## config.mk

```make
export PLATFORM = sky130hd
export DESIGN_NAME = dfp_ctrl
export DESIGN_NICKNAME = d
export VERILOG_FILES = /design/src/include/dfp_pkg.sv /design/src/rtl/dfp_ctrl.sv
export SDC_FILE = /design/constraint.sdc
export NUM_CORES = 1
export LEC_CHECK = 0
export BUFFER_PORTS_ARGS = -buffer_cell sky130_fd_sc_hd__buf_2
export CAP_MARGIN = 30
export CORE_ASPECT_RATIO = 1.1
export CORE_MARGIN = 10
export CORE_UTILIZATION = 53
export DETAILED_ROUTE_END_ITERATION = 10
export PLACE_DENSITY = 0.68
export REMOVE_ABC_BUFFERS = 1
export SKIP_LAST_GASP = 1
export SLEW_MARGIN = 20
export SYNTH_ARGS = -nofsm -noshare
export SYNTH_HDL_FRONTEND = slang
export SYNTH_SLANG_ARGS = --single-unit
```

## constraint.sdc

```tcl
create_clock -name mclk -period 6.84 [get_ports mclk]
set_clock_uncertainty 0.05 [all_clocks]
set_input_delay 1.368 -clock mclk [delete_from_list [all_inputs] [get_ports mclk]]
set_output_delay 1.368 -clock mclk [all_outputs]
set_load 0.01 [all_outputs]
```

## src/include/dfp_pkg.sv

```systemverilog
/*
 * Constants for the driver fault and protection control bank: register
 * offsets, field positions, reset values and timing counts.
 * Assumes a 125 MHz core clock; every time below is turned into cycles here.
 */
`default_nettype none

package dfp_pkg;

	// register offsets on the configuration port
	localparam logic [7:0] FAULT_RETRY_WAKE_CONTROL_OFS   = 8'h05;
	localparam logic [7:0] PROTECTION_DISABLE_CONTROL_OFS = 8'h06;

	// reset values
	localparam logic [7:0] FAULT_RETRY_WAKE_CONTROL_RST   = 8'h43;
	localparam logic [7:0] PROTECTION_DISABLE_CONTROL_RST = 8'h00;

	// fault_retry_wake_control fields
	localparam int SOFT_RESET_TRIGGER_BIT = 7;
	localparam int FAULT_RETRY_ENABLE_BIT = 6;
	localparam int FAULT_OFF_TIME_LSB     = 4;
	localparam int BLANK_SEL_LSB          = 2;
	localparam int WAKE_DETECT_LSB        = 0;

	// protection_disable_control fields
	localparam int SURGE_GUARD_OFF_BIT         = 6;
	localparam int MONITOR_DEGLITCH_OFF_BIT    = 4;
	localparam int IO_REGULATOR_OFF_BIT        = 3;
	localparam int OVERLOAD_CUTOFF_OFF_BIT     = 2;
	localparam int THERMAL_CUTOFF_OFF_BIT      = 1;
	localparam int UNDERVOLTAGE_CUTOFF_OFF_BIT = 0;
	// only these bits are writable; reserved bits 7 and 5 read zero
	localparam logic [7:0] PROTECTION_WRITE_MASK = 8'h5f;

	// wake detection source codes
	localparam logic [1:0] WAKE_NONE   = 2'h0;
	localparam logic [1:0] WAKE_LEVEL  = 2'h1;
	localparam logic [1:0] WAKE_RXTX   = 2'h2;
	localparam logic [1:0] WAKE_EITHER = 2'h3;

	// timing
	localparam int CLK_KHZ      = 125000;
	localparam int OFF_T0_MS    = 50;
	localparam int OFF_T1_MS    = 100;
	localparam int OFF_T2_MS    = 200;
	localparam int OFF_T3_MS    = 500;
	localparam int BLANK_T0_US  = 128;
	localparam int BLANK_T1_US  = 500;
	localparam int BLANK_T2_US  = 1000;
	localparam int BLANK_T3_US  = 5000;
	localparam int OFF_CYC0     = OFF_T0_MS * CLK_KHZ;
	localparam int OFF_CYC1     = OFF_T1_MS * CLK_KHZ;
	localparam int OFF_CYC2     = OFF_T2_MS * CLK_KHZ;
	localparam int OFF_CYC3     = OFF_T3_MS * CLK_KHZ;
	localparam int BLANK_CYC0   = (BLANK_T0_US * CLK_KHZ) / 1000;
	localparam int BLANK_CYC1   = (BLANK_T1_US * CLK_KHZ) / 1000;
	localparam int BLANK_CYC2   = (BLANK_T2_US * CLK_KHZ) / 1000;
	localparam int BLANK_CYC3   = (BLANK_T3_US * CLK_KHZ) / 1000;
	localparam int DEGLITCH_CYC = 16;
	localparam int TIMER_W      = 32;

	typedef enum logic [1:0] {
		DFP_ON       = 2'b00,
		DFP_OFF_TIME = 2'b01,
		DFP_OFF_HOLD = 2'b10
	} dfp_state_t;

endpackage

`default_nettype wire

```

## src/rtl/dfp_ctrl.sv

```systemverilog
/*
 * Driver fault and protection control: two configuration registers, the
 * driver fault state machine, current limit blanking, monitor deglitch and
 * wake source selection.
 * Assumes the one-wire front end delivers decoded byte accesses synchronous
 * to mclk, and analog monitor flags already synchronised to mclk.
 */
`default_nettype none

module dfp_ctrl #(
	parameter int OFF_CYC0   = dfp_pkg::OFF_CYC0,
	parameter int OFF_CYC1   = dfp_pkg::OFF_CYC1,
	parameter int OFF_CYC2   = dfp_pkg::OFF_CYC2,
	parameter int OFF_CYC3   = dfp_pkg::OFF_CYC3,
	parameter int BLANK_CYC0 = dfp_pkg::BLANK_CYC0,
	parameter int BLANK_CYC1 = dfp_pkg::BLANK_CYC1,
	parameter int BLANK_CYC2 = dfp_pkg::BLANK_CYC2,
	parameter int BLANK_CYC3 = dfp_pkg::BLANK_CYC3
) (
	input  wire logic       mclk,                 // core clock
	input  wire logic       resetn,               // async reset, active low
	input  wire logic       ce,                   // clock enable
	input  wire logic [7:0] reg_addr,             // register offset
	input  wire logic       reg_wr,               // write strobe
	input  wire logic       reg_rd,               // read strobe
	input  wire logic [7:0] reg_wdata,            // write data
	output logic      [7:0] reg_rdata,            // read data, one cycle after reg_rd
	input  wire logic       current_limit_raw,    // driver is in current limit
	input  wire logic       thermal_raw,          // over-temperature monitor
	input  wire logic       undervoltage_raw,     // supply monitor, low supply
	input  wire logic       temp_above_hyst,      // temperature above release level
	input  wire logic       overvoltage_level_condition, // wake source: line level
	input  wire logic       rxtx_mismatch,        // wake source: rx differs from tx
	output logic            driver_enable,        // line driver may drive
	output logic            current_limit_flag,   // current limit past blanking
	output logic            wake_detect,          // selected wake source active
	output logic            soft_reset_pulse,     // clears status and interrupt
	output logic            surge_guard_en,       // surge protection active
	output logic            io_regulator_en,      // 3.3 V regulator running
	output logic            thermal_mon,          // filtered thermal flag
	output logic            undervoltage_mon      // filtered supply flag
);

	localparam int TW = dfp_pkg::TIMER_W;

	function automatic logic [TW-1:0] pick4(input logic [1:0] sel, input int c0, input int c1,
		input int c2, input int c3);
		case (sel)
			2'h0:    pick4 = TW'(c0);
			2'h1:    pick4 = TW'(c1);
			2'h2:    pick4 = TW'(c2);
			default: pick4 = TW'(c3);
		endcase
	endfunction

	logic [7:0]          ctrl_q, ctrl_d, prot_q, prot_d, rdata_q, rdata_d;
	logic                soft_reset_trigger_q, soft_reset_trigger_d, soft_req;
	dfp_pkg::dfp_state_t state_q, state_d;
	logic [TW-1:0]       off_cnt_q, off_cnt_d, blank_cnt_q, blank_cnt_d;
	logic                cl_flag_q, cl_flag_d, wake_q, wake_d;
	logic [4:0]          dg_cnt_q, dg_cnt_d;
	logic                therm_f_q, therm_f_d, uv_f_q, uv_f_d;
	logic                fault_evt, retry_en, therm_in, uv_in;
	logic [TW-1:0]       cur_off_lim, cur_blank_lim;

	assign soft_req = ce && reg_wr && reg_addr == dfp_pkg::FAULT_RETRY_WAKE_CONTROL_OFS
		&& reg_wdata[dfp_pkg::SOFT_RESET_TRIGGER_BIT];
	assign retry_en      = ctrl_q[dfp_pkg::FAULT_RETRY_ENABLE_BIT];
	assign cur_off_lim   = pick4(ctrl_q[dfp_pkg::FAULT_OFF_TIME_LSB +: 2],
		OFF_CYC0, OFF_CYC1, OFF_CYC2, OFF_CYC3);
	assign cur_blank_lim = pick4(ctrl_q[dfp_pkg::BLANK_SEL_LSB +: 2],
		BLANK_CYC0, BLANK_CYC1, BLANK_CYC2, BLANK_CYC3);

	// registers
	always_comb
	begin
		ctrl_d  = ctrl_q;
		prot_d  = prot_q;
		rdata_d = rdata_q;
		soft_reset_trigger_d = ce ? 1'b0 : soft_reset_trigger_q; // frozen with the rest while ce is low
		if (soft_req)
		begin
			ctrl_d  = dfp_pkg::FAULT_RETRY_WAKE_CONTROL_RST;
			prot_d  = dfp_pkg::PROTECTION_DISABLE_CONTROL_RST;
			soft_reset_trigger_d = 1'b1;
		end
		else if (ce && reg_wr && reg_addr == dfp_pkg::FAULT_RETRY_WAKE_CONTROL_OFS)
			ctrl_d = {1'b0, reg_wdata[6:0]};
		else if (ce && reg_wr && reg_addr == dfp_pkg::PROTECTION_DISABLE_CONTROL_OFS)
			prot_d = reg_wdata & dfp_pkg::PROTECTION_WRITE_MASK;
		if (ce && reg_rd)
		begin
			if (reg_addr == dfp_pkg::FAULT_RETRY_WAKE_CONTROL_OFS)
				rdata_d = ctrl_q;
			else if (reg_addr == dfp_pkg::PROTECTION_DISABLE_CONTROL_OFS)
				rdata_d = prot_q;
			else
				rdata_d = 8'h00;
		end
	end

	always_ff @(posedge mclk or negedge resetn)
	begin
		if (!resetn)
		begin
			ctrl_q  <= dfp_pkg::FAULT_RETRY_WAKE_CONTROL_RST;
			prot_q  <= dfp_pkg::PROTECTION_DISABLE_CONTROL_RST;
			rdata_q <= 8'h00;
			soft_reset_trigger_q <= 1'b0;
		end
		else
		begin
			ctrl_q  <= ctrl_d;
			prot_q  <= prot_d;
			rdata_q <= rdata_d;
			soft_reset_trigger_q <= soft_reset_trigger_d;
		end
	end

	// monitor deglitch: a change must hold for DEGLITCH_CYC cycles to pass
	always_comb
	begin
		therm_f_d = therm_f_q;
		uv_f_d    = uv_f_q;
		dg_cnt_d  = dg_cnt_q;
		if (ce)
		begin
			dg_cnt_d = dg_cnt_q + 5'h01;
			if (prot_q[dfp_pkg::MONITOR_DEGLITCH_OFF_BIT]
				|| dg_cnt_q == 5'(dfp_pkg::DEGLITCH_CYC - 1))
			begin
				therm_f_d = thermal_raw;
				uv_f_d    = undervoltage_raw;
				dg_cnt_d  = 5'h00;
			end
			else if (thermal_raw == therm_f_q && undervoltage_raw == uv_f_q)
				dg_cnt_d = 5'h00;
		end
	end

	always_ff @(posedge mclk or negedge resetn)
	begin
		if (!resetn)
		begin
			therm_f_q <= 1'b0;
			uv_f_q    <= 1'b0;
			dg_cnt_q  <= 5'h00;
		end
		else
		begin
			therm_f_q <= therm_f_d;
			uv_f_q    <= uv_f_d;
			dg_cnt_q  <= dg_cnt_d;
		end
	end

	// current limit blanking and wake source
	always_comb
	begin
		blank_cnt_d = blank_cnt_q;
		cl_flag_d   = cl_flag_q;
		wake_d      = wake_q;
		if (ce)
		begin
			cl_flag_d = current_limit_raw && !soft_req && blank_cnt_q >= cur_blank_lim;
			if (!current_limit_raw || soft_req)
				blank_cnt_d = '0;
			else if (blank_cnt_q < cur_blank_lim)
				blank_cnt_d = blank_cnt_q + TW'(1);
			case (ctrl_q[dfp_pkg::WAKE_DETECT_LSB +: 2])
				dfp_pkg::WAKE_LEVEL:  wake_d = overvoltage_level_condition;
				dfp_pkg::WAKE_RXTX:   wake_d = rxtx_mismatch;
				dfp_pkg::WAKE_EITHER: wake_d = overvoltage_level_condition || rxtx_mismatch;
				default:              wake_d = 1'b0;
			endcase
		end
	end

	always_ff @(posedge mclk or negedge resetn)
	begin
		if (!resetn)
		begin
			blank_cnt_q <= '0;
			cl_flag_q   <= 1'b0;
			wake_q      <= 1'b0;
		end
		else
		begin
			blank_cnt_q <= blank_cnt_d;
			cl_flag_q   <= cl_flag_d;
			wake_q      <= wake_d;
		end
	end

	// fault state machine
	assign therm_in  = therm_f_q && !prot_q[dfp_pkg::THERMAL_CUTOFF_OFF_BIT];
	assign uv_in     = uv_f_q && !prot_q[dfp_pkg::UNDERVOLTAGE_CUTOFF_OFF_BIT];
	assign fault_evt = (cl_flag_q && !prot_q[dfp_pkg::OVERLOAD_CUTOFF_OFF_BIT])
		|| therm_in;

	always_comb
	begin
		state_d   = state_q;
		off_cnt_d = off_cnt_q;
		if (soft_req)
		begin
			state_d   = dfp_pkg::DFP_ON;
			off_cnt_d = '0;
		end
		else if (ce)
		begin
			case (state_q)
				dfp_pkg::DFP_ON:
					if (fault_evt)
						state_d = retry_en ? dfp_pkg::DFP_OFF_TIME : dfp_pkg::DFP_OFF_HOLD;
				dfp_pkg::DFP_OFF_TIME:
					if (off_cnt_q >= cur_off_lim - TW'(1))
					begin
						off_cnt_d = '0;
						state_d   = dfp_pkg::DFP_ON;
					end
					else
						off_cnt_d = off_cnt_q + TW'(1);
				dfp_pkg::DFP_OFF_HOLD:
					if (!temp_above_hyst)
						state_d = dfp_pkg::DFP_ON;
				default:
					state_d = dfp_pkg::DFP_ON;
			endcase
		end
	end

	always_ff @(posedge mclk or negedge resetn)
	begin
		if (!resetn)
		begin
			state_q   <= dfp_pkg::DFP_ON;
			off_cnt_q <= '0;
		end
		else
		begin
			state_q   <= state_d;
			off_cnt_q <= off_cnt_d;
		end
	end

	// undervoltage gates the driver directly; it is not a latched fault
	assign driver_enable      = state_q == dfp_pkg::DFP_ON && !uv_in;
	assign current_limit_flag = cl_flag_q;
	assign wake_detect        = wake_q;
	assign soft_reset_pulse   = soft_reset_trigger_q;
	assign reg_rdata          = rdata_q;
	assign surge_guard_en     = !prot_q[dfp_pkg::SURGE_GUARD_OFF_BIT];
	assign io_regulator_en    = !prot_q[dfp_pkg::IO_REGULATOR_OFF_BIT];
	assign thermal_mon        = therm_f_q;
	assign undervoltage_mon   = uv_f_q;
endmodule

`default_nettype wire

```

==> out/qor.txt <==
Final Max Tran Viols = 0
GRT Residual Overflow = 0
Yosys warns = 0
Largest net degree at the start of global routing = 58
Fillers = 929
Drc violations = 0
Primary FF master, synth = dfrtp_1
Bufs on Longest Clock Path = 2
N_diodes = 0
CTS tree = done
Die H = 130 µm
CORE AREA = 10,900 µm²
Total GRT Usage = 18.4%
Critical Path Start Type = input pin
Worst slew margin = 35.1%
Place WS = 2.84 ns
Synth area leaders = dfrtp_1 (40%), ha_1 (8.9%), nand2_1 (4.2%)
Vias per cell = 6.09
Yosys top cell area share = 39.6%
Reg power frac = 44.6%
Area grow syn2layout = 10.2%
Switching power = 0.488 mW
Final WS setup = 3.20 ns
Die Wd = 120 µm
Syn Std Cell Area = 5870 µm²
Crit. End Element = flop
Final core area utilization = 59.6%
First-pass GRT wire length = 23,900 µm
Maxcap violations = 0
EDFF count, synth = 0
Multi-input gate area = 3150 µm²
Final Wtd Congestion = 0.804
Post-synth ARST share = 100%
Yosys cell types = 57
Proportion of power drawn by combinational gates = 22.2%
Critical Path RT = 7.05 ns
Internal power = 1.03 mW
Total Routed Length = 14,300 µm
Initial antenna violation count = 0
Post-synthesis cell count = 643
Most frequent cell after synthesis = dfrtp_1
H-tree depth = 3
RSZ-0062 raised after global routing = false
IO buf count = 41
Number of nets in the layout = 737
Io pins = 43
Register area share after synthesis = 41.0%
Layout cells sized above 1 = 11.7%
CTS Hold Buffers Added = 0
Post_cts resized = 0
Worst Path Class, Setup = input pin to flop
DRT iter0 DRCs = 420
Clock buffer count from CTS = 9
Routed via count = 4,996
Row count = 40
Pleak = 3.03 nW
Avg Cell Area, Syn = 9.13 µm²
Area leader, netlist = dfrtp_1
Worst slew pin tran = 0.949 ns
Crit share post-route = 53.2%
CTS sink cnt = 96
Pwr dens = 234 nW/µm²
DR WL/cell = 17.4 µm
Min-delay worst type = flop to flop
WP data arrival = 3.85 ns
Final Setup Violations = 0
Storage element area = 2410 µm²
Initial Utilization = 54.1%
Die area = 15,700 µm²
Max Clk Rate = 0.275 GHz
Clk pwr share = 33.2%
Count of final hold-check violations = 0
Initial DRT Pass Iterations = 5
Vias in the first global route = 4,979
Post-synth top cells = dfrtp_1 (93), nand2_1 (66), ha_1 (42), inv_1 (42), nand3_1 (37)
Antenna Nets Post-Route = 0
VDD IR max = 0.202 mV
Setup_tns = 0 ns
Sw Ratio = 32.2%
Clk root buf = clkbuf_16
Post-layout min period = 3.64 ns
Hpwl dp = 10,200 µm
Reg clk slew, reported paths = 0.07 ns
Post-CTS setup buffers = 0
CP Max Fanout = 12
Status = complete, no violations
#FFs+latches synth = 96
Clk_lat worst skew = 0.34 ns
## layout by cell type (no fill, tap or decap), types with 16 or more instances in the layout
cell | synthesis | layout
a31oi_1 | 16 | 16
a21oi_1 | 22 | 21
and2_1 | 21 | 21
nand2b_1 | 18 | 18
o21ai_0 | 29 | 29
nand4_1 | 23 | 23
inv_1 | 42 | 42
buf_2 | 6 | 40
and3_1 | 16 | 16
nor2_1 | 27 | 27
nand2_1 | 66 | 66
mux2i_1 | 19 | 19
nand3_1 | 37 | 37
ha_1 | 42 | 42
dfrtp_1 | 93 | 93
## kinds of logic after synthesis
kind of cell | Yosys count | share of synthesized area [%]
multiplexers | 23 | 4.01
adder cells (fa/ha/maj) | 42 | 8.95
other | 2 | 0.128
AO/OA/AOI/OAI | 131 | 14.5
flip-flops | 96 | 41.0
AND/OR/NAND/NOR | 271 | 25.7
buffers and inverters | 76 | 5.50
XOR/XNOR | 2 | 0.298
## worst paths after layout
check | slack (ns) | start | endpoint | depth (start not counted)
setup reg to reg | 3.21 | ctrl_q[4]$_DFFE_PN0P_ | off_cnt_q[23]$_DFFE_PN0P_ | 11
max in group asynchronous | 4.93 | resetn | ctrl_q[1]$_DFFE_PN1P_ | 3
hold / removal | 0.42 | blank_cnt_q[27]$_DFFE_PN0P_ | blank_cnt_q[27]$_DFFE_PN0P_ | 1
hold reg to reg | 0.42 | blank_cnt_q[27]$_DFFE_PN0P_ | blank_cnt_q[27]$_DFFE_PN0P_ | 1
setup / recovery | 3.20 | reg_addr[3] | off_cnt_q[0]$_DFFE_PN0P_ | 6
min in group asynchronous | 0.83 | resetn | blank_cnt_q[29]$_DFFE_PN0P_ | 1
## flip-flops by register name, summed over array words and instances (netlist names)
| register | cells |
|---|---|
| undervoltage_mon | 1 |
| soft_reset_pulse | 1 |
| current_limit_flag | 1 |
| blank_cnt_q | 32 |
| ctrl_q | 7 |
| prot_q | 6 |
| reg_rdata | 7 |
| wake_detect | 1 |
| off_cnt_q | 32 |
| dg_cnt_q | 5 |
| state_q | 2 |
| thermal_mon | 1 |
## final cells by class
cell class | count | area share [%]
clock buffers | 10 | 3.54
inverters | 42 | 2.44
repair buffers | 47 | 4.33
well taps | 147 | 2.84
flip-flops and latches | 96 | 37.2
clock inverters | 6 | 0.928
multi-input cells | 472 | 48.7
## through the flow
stage / hold slack [ns] / area [µm²] / std cells / power, mW
after CTS: 0.430 / 6460 / 819 / 1.53
after floorplan: 0.394 / 5710 / 610 / 0.895
after global routing: 0.441 / 6470 / 820 / 1.61
after detailed placement: 0.412 / 6170 / 803 / 1.03
final: 0.424 / 6470 / 820 / 1.52
after global placement: 0.412 / 6140 / 802 / 1.00
## power groups by stage
stage / clock [mW] / sequential (mW) / combinational (mW)
after detailed placement: 0 / 0.687 / 0.339
after global placement: 0 / 0.683 / 0.322
after global routing: 0.537 / 0.684 / 0.385
final: 0.504 / 0.677 / 0.336
after floorplan: 0 / 0.670 / 0.225
after CTS: 0.514 / 0.676 / 0.340
## critical path, stage by stage
cell,delay [ns]
buf_2,0.09
or4b_1,0.65
nor4b_4,0.72
a21o_1,0.34
nand3_1,0.40
o21ai_0,0.27
## metal layers
metal	global-route usage [%]	vias up	part of all wire (%)
li1	-	2409	-
met3	3.22	30	2.8
met4	6.89	0	2.2
met1	22.2	2457	43
met5	0	-	0
met2	32.0	100	52
No activity file was read; power rests on OpenSTA's default activity.
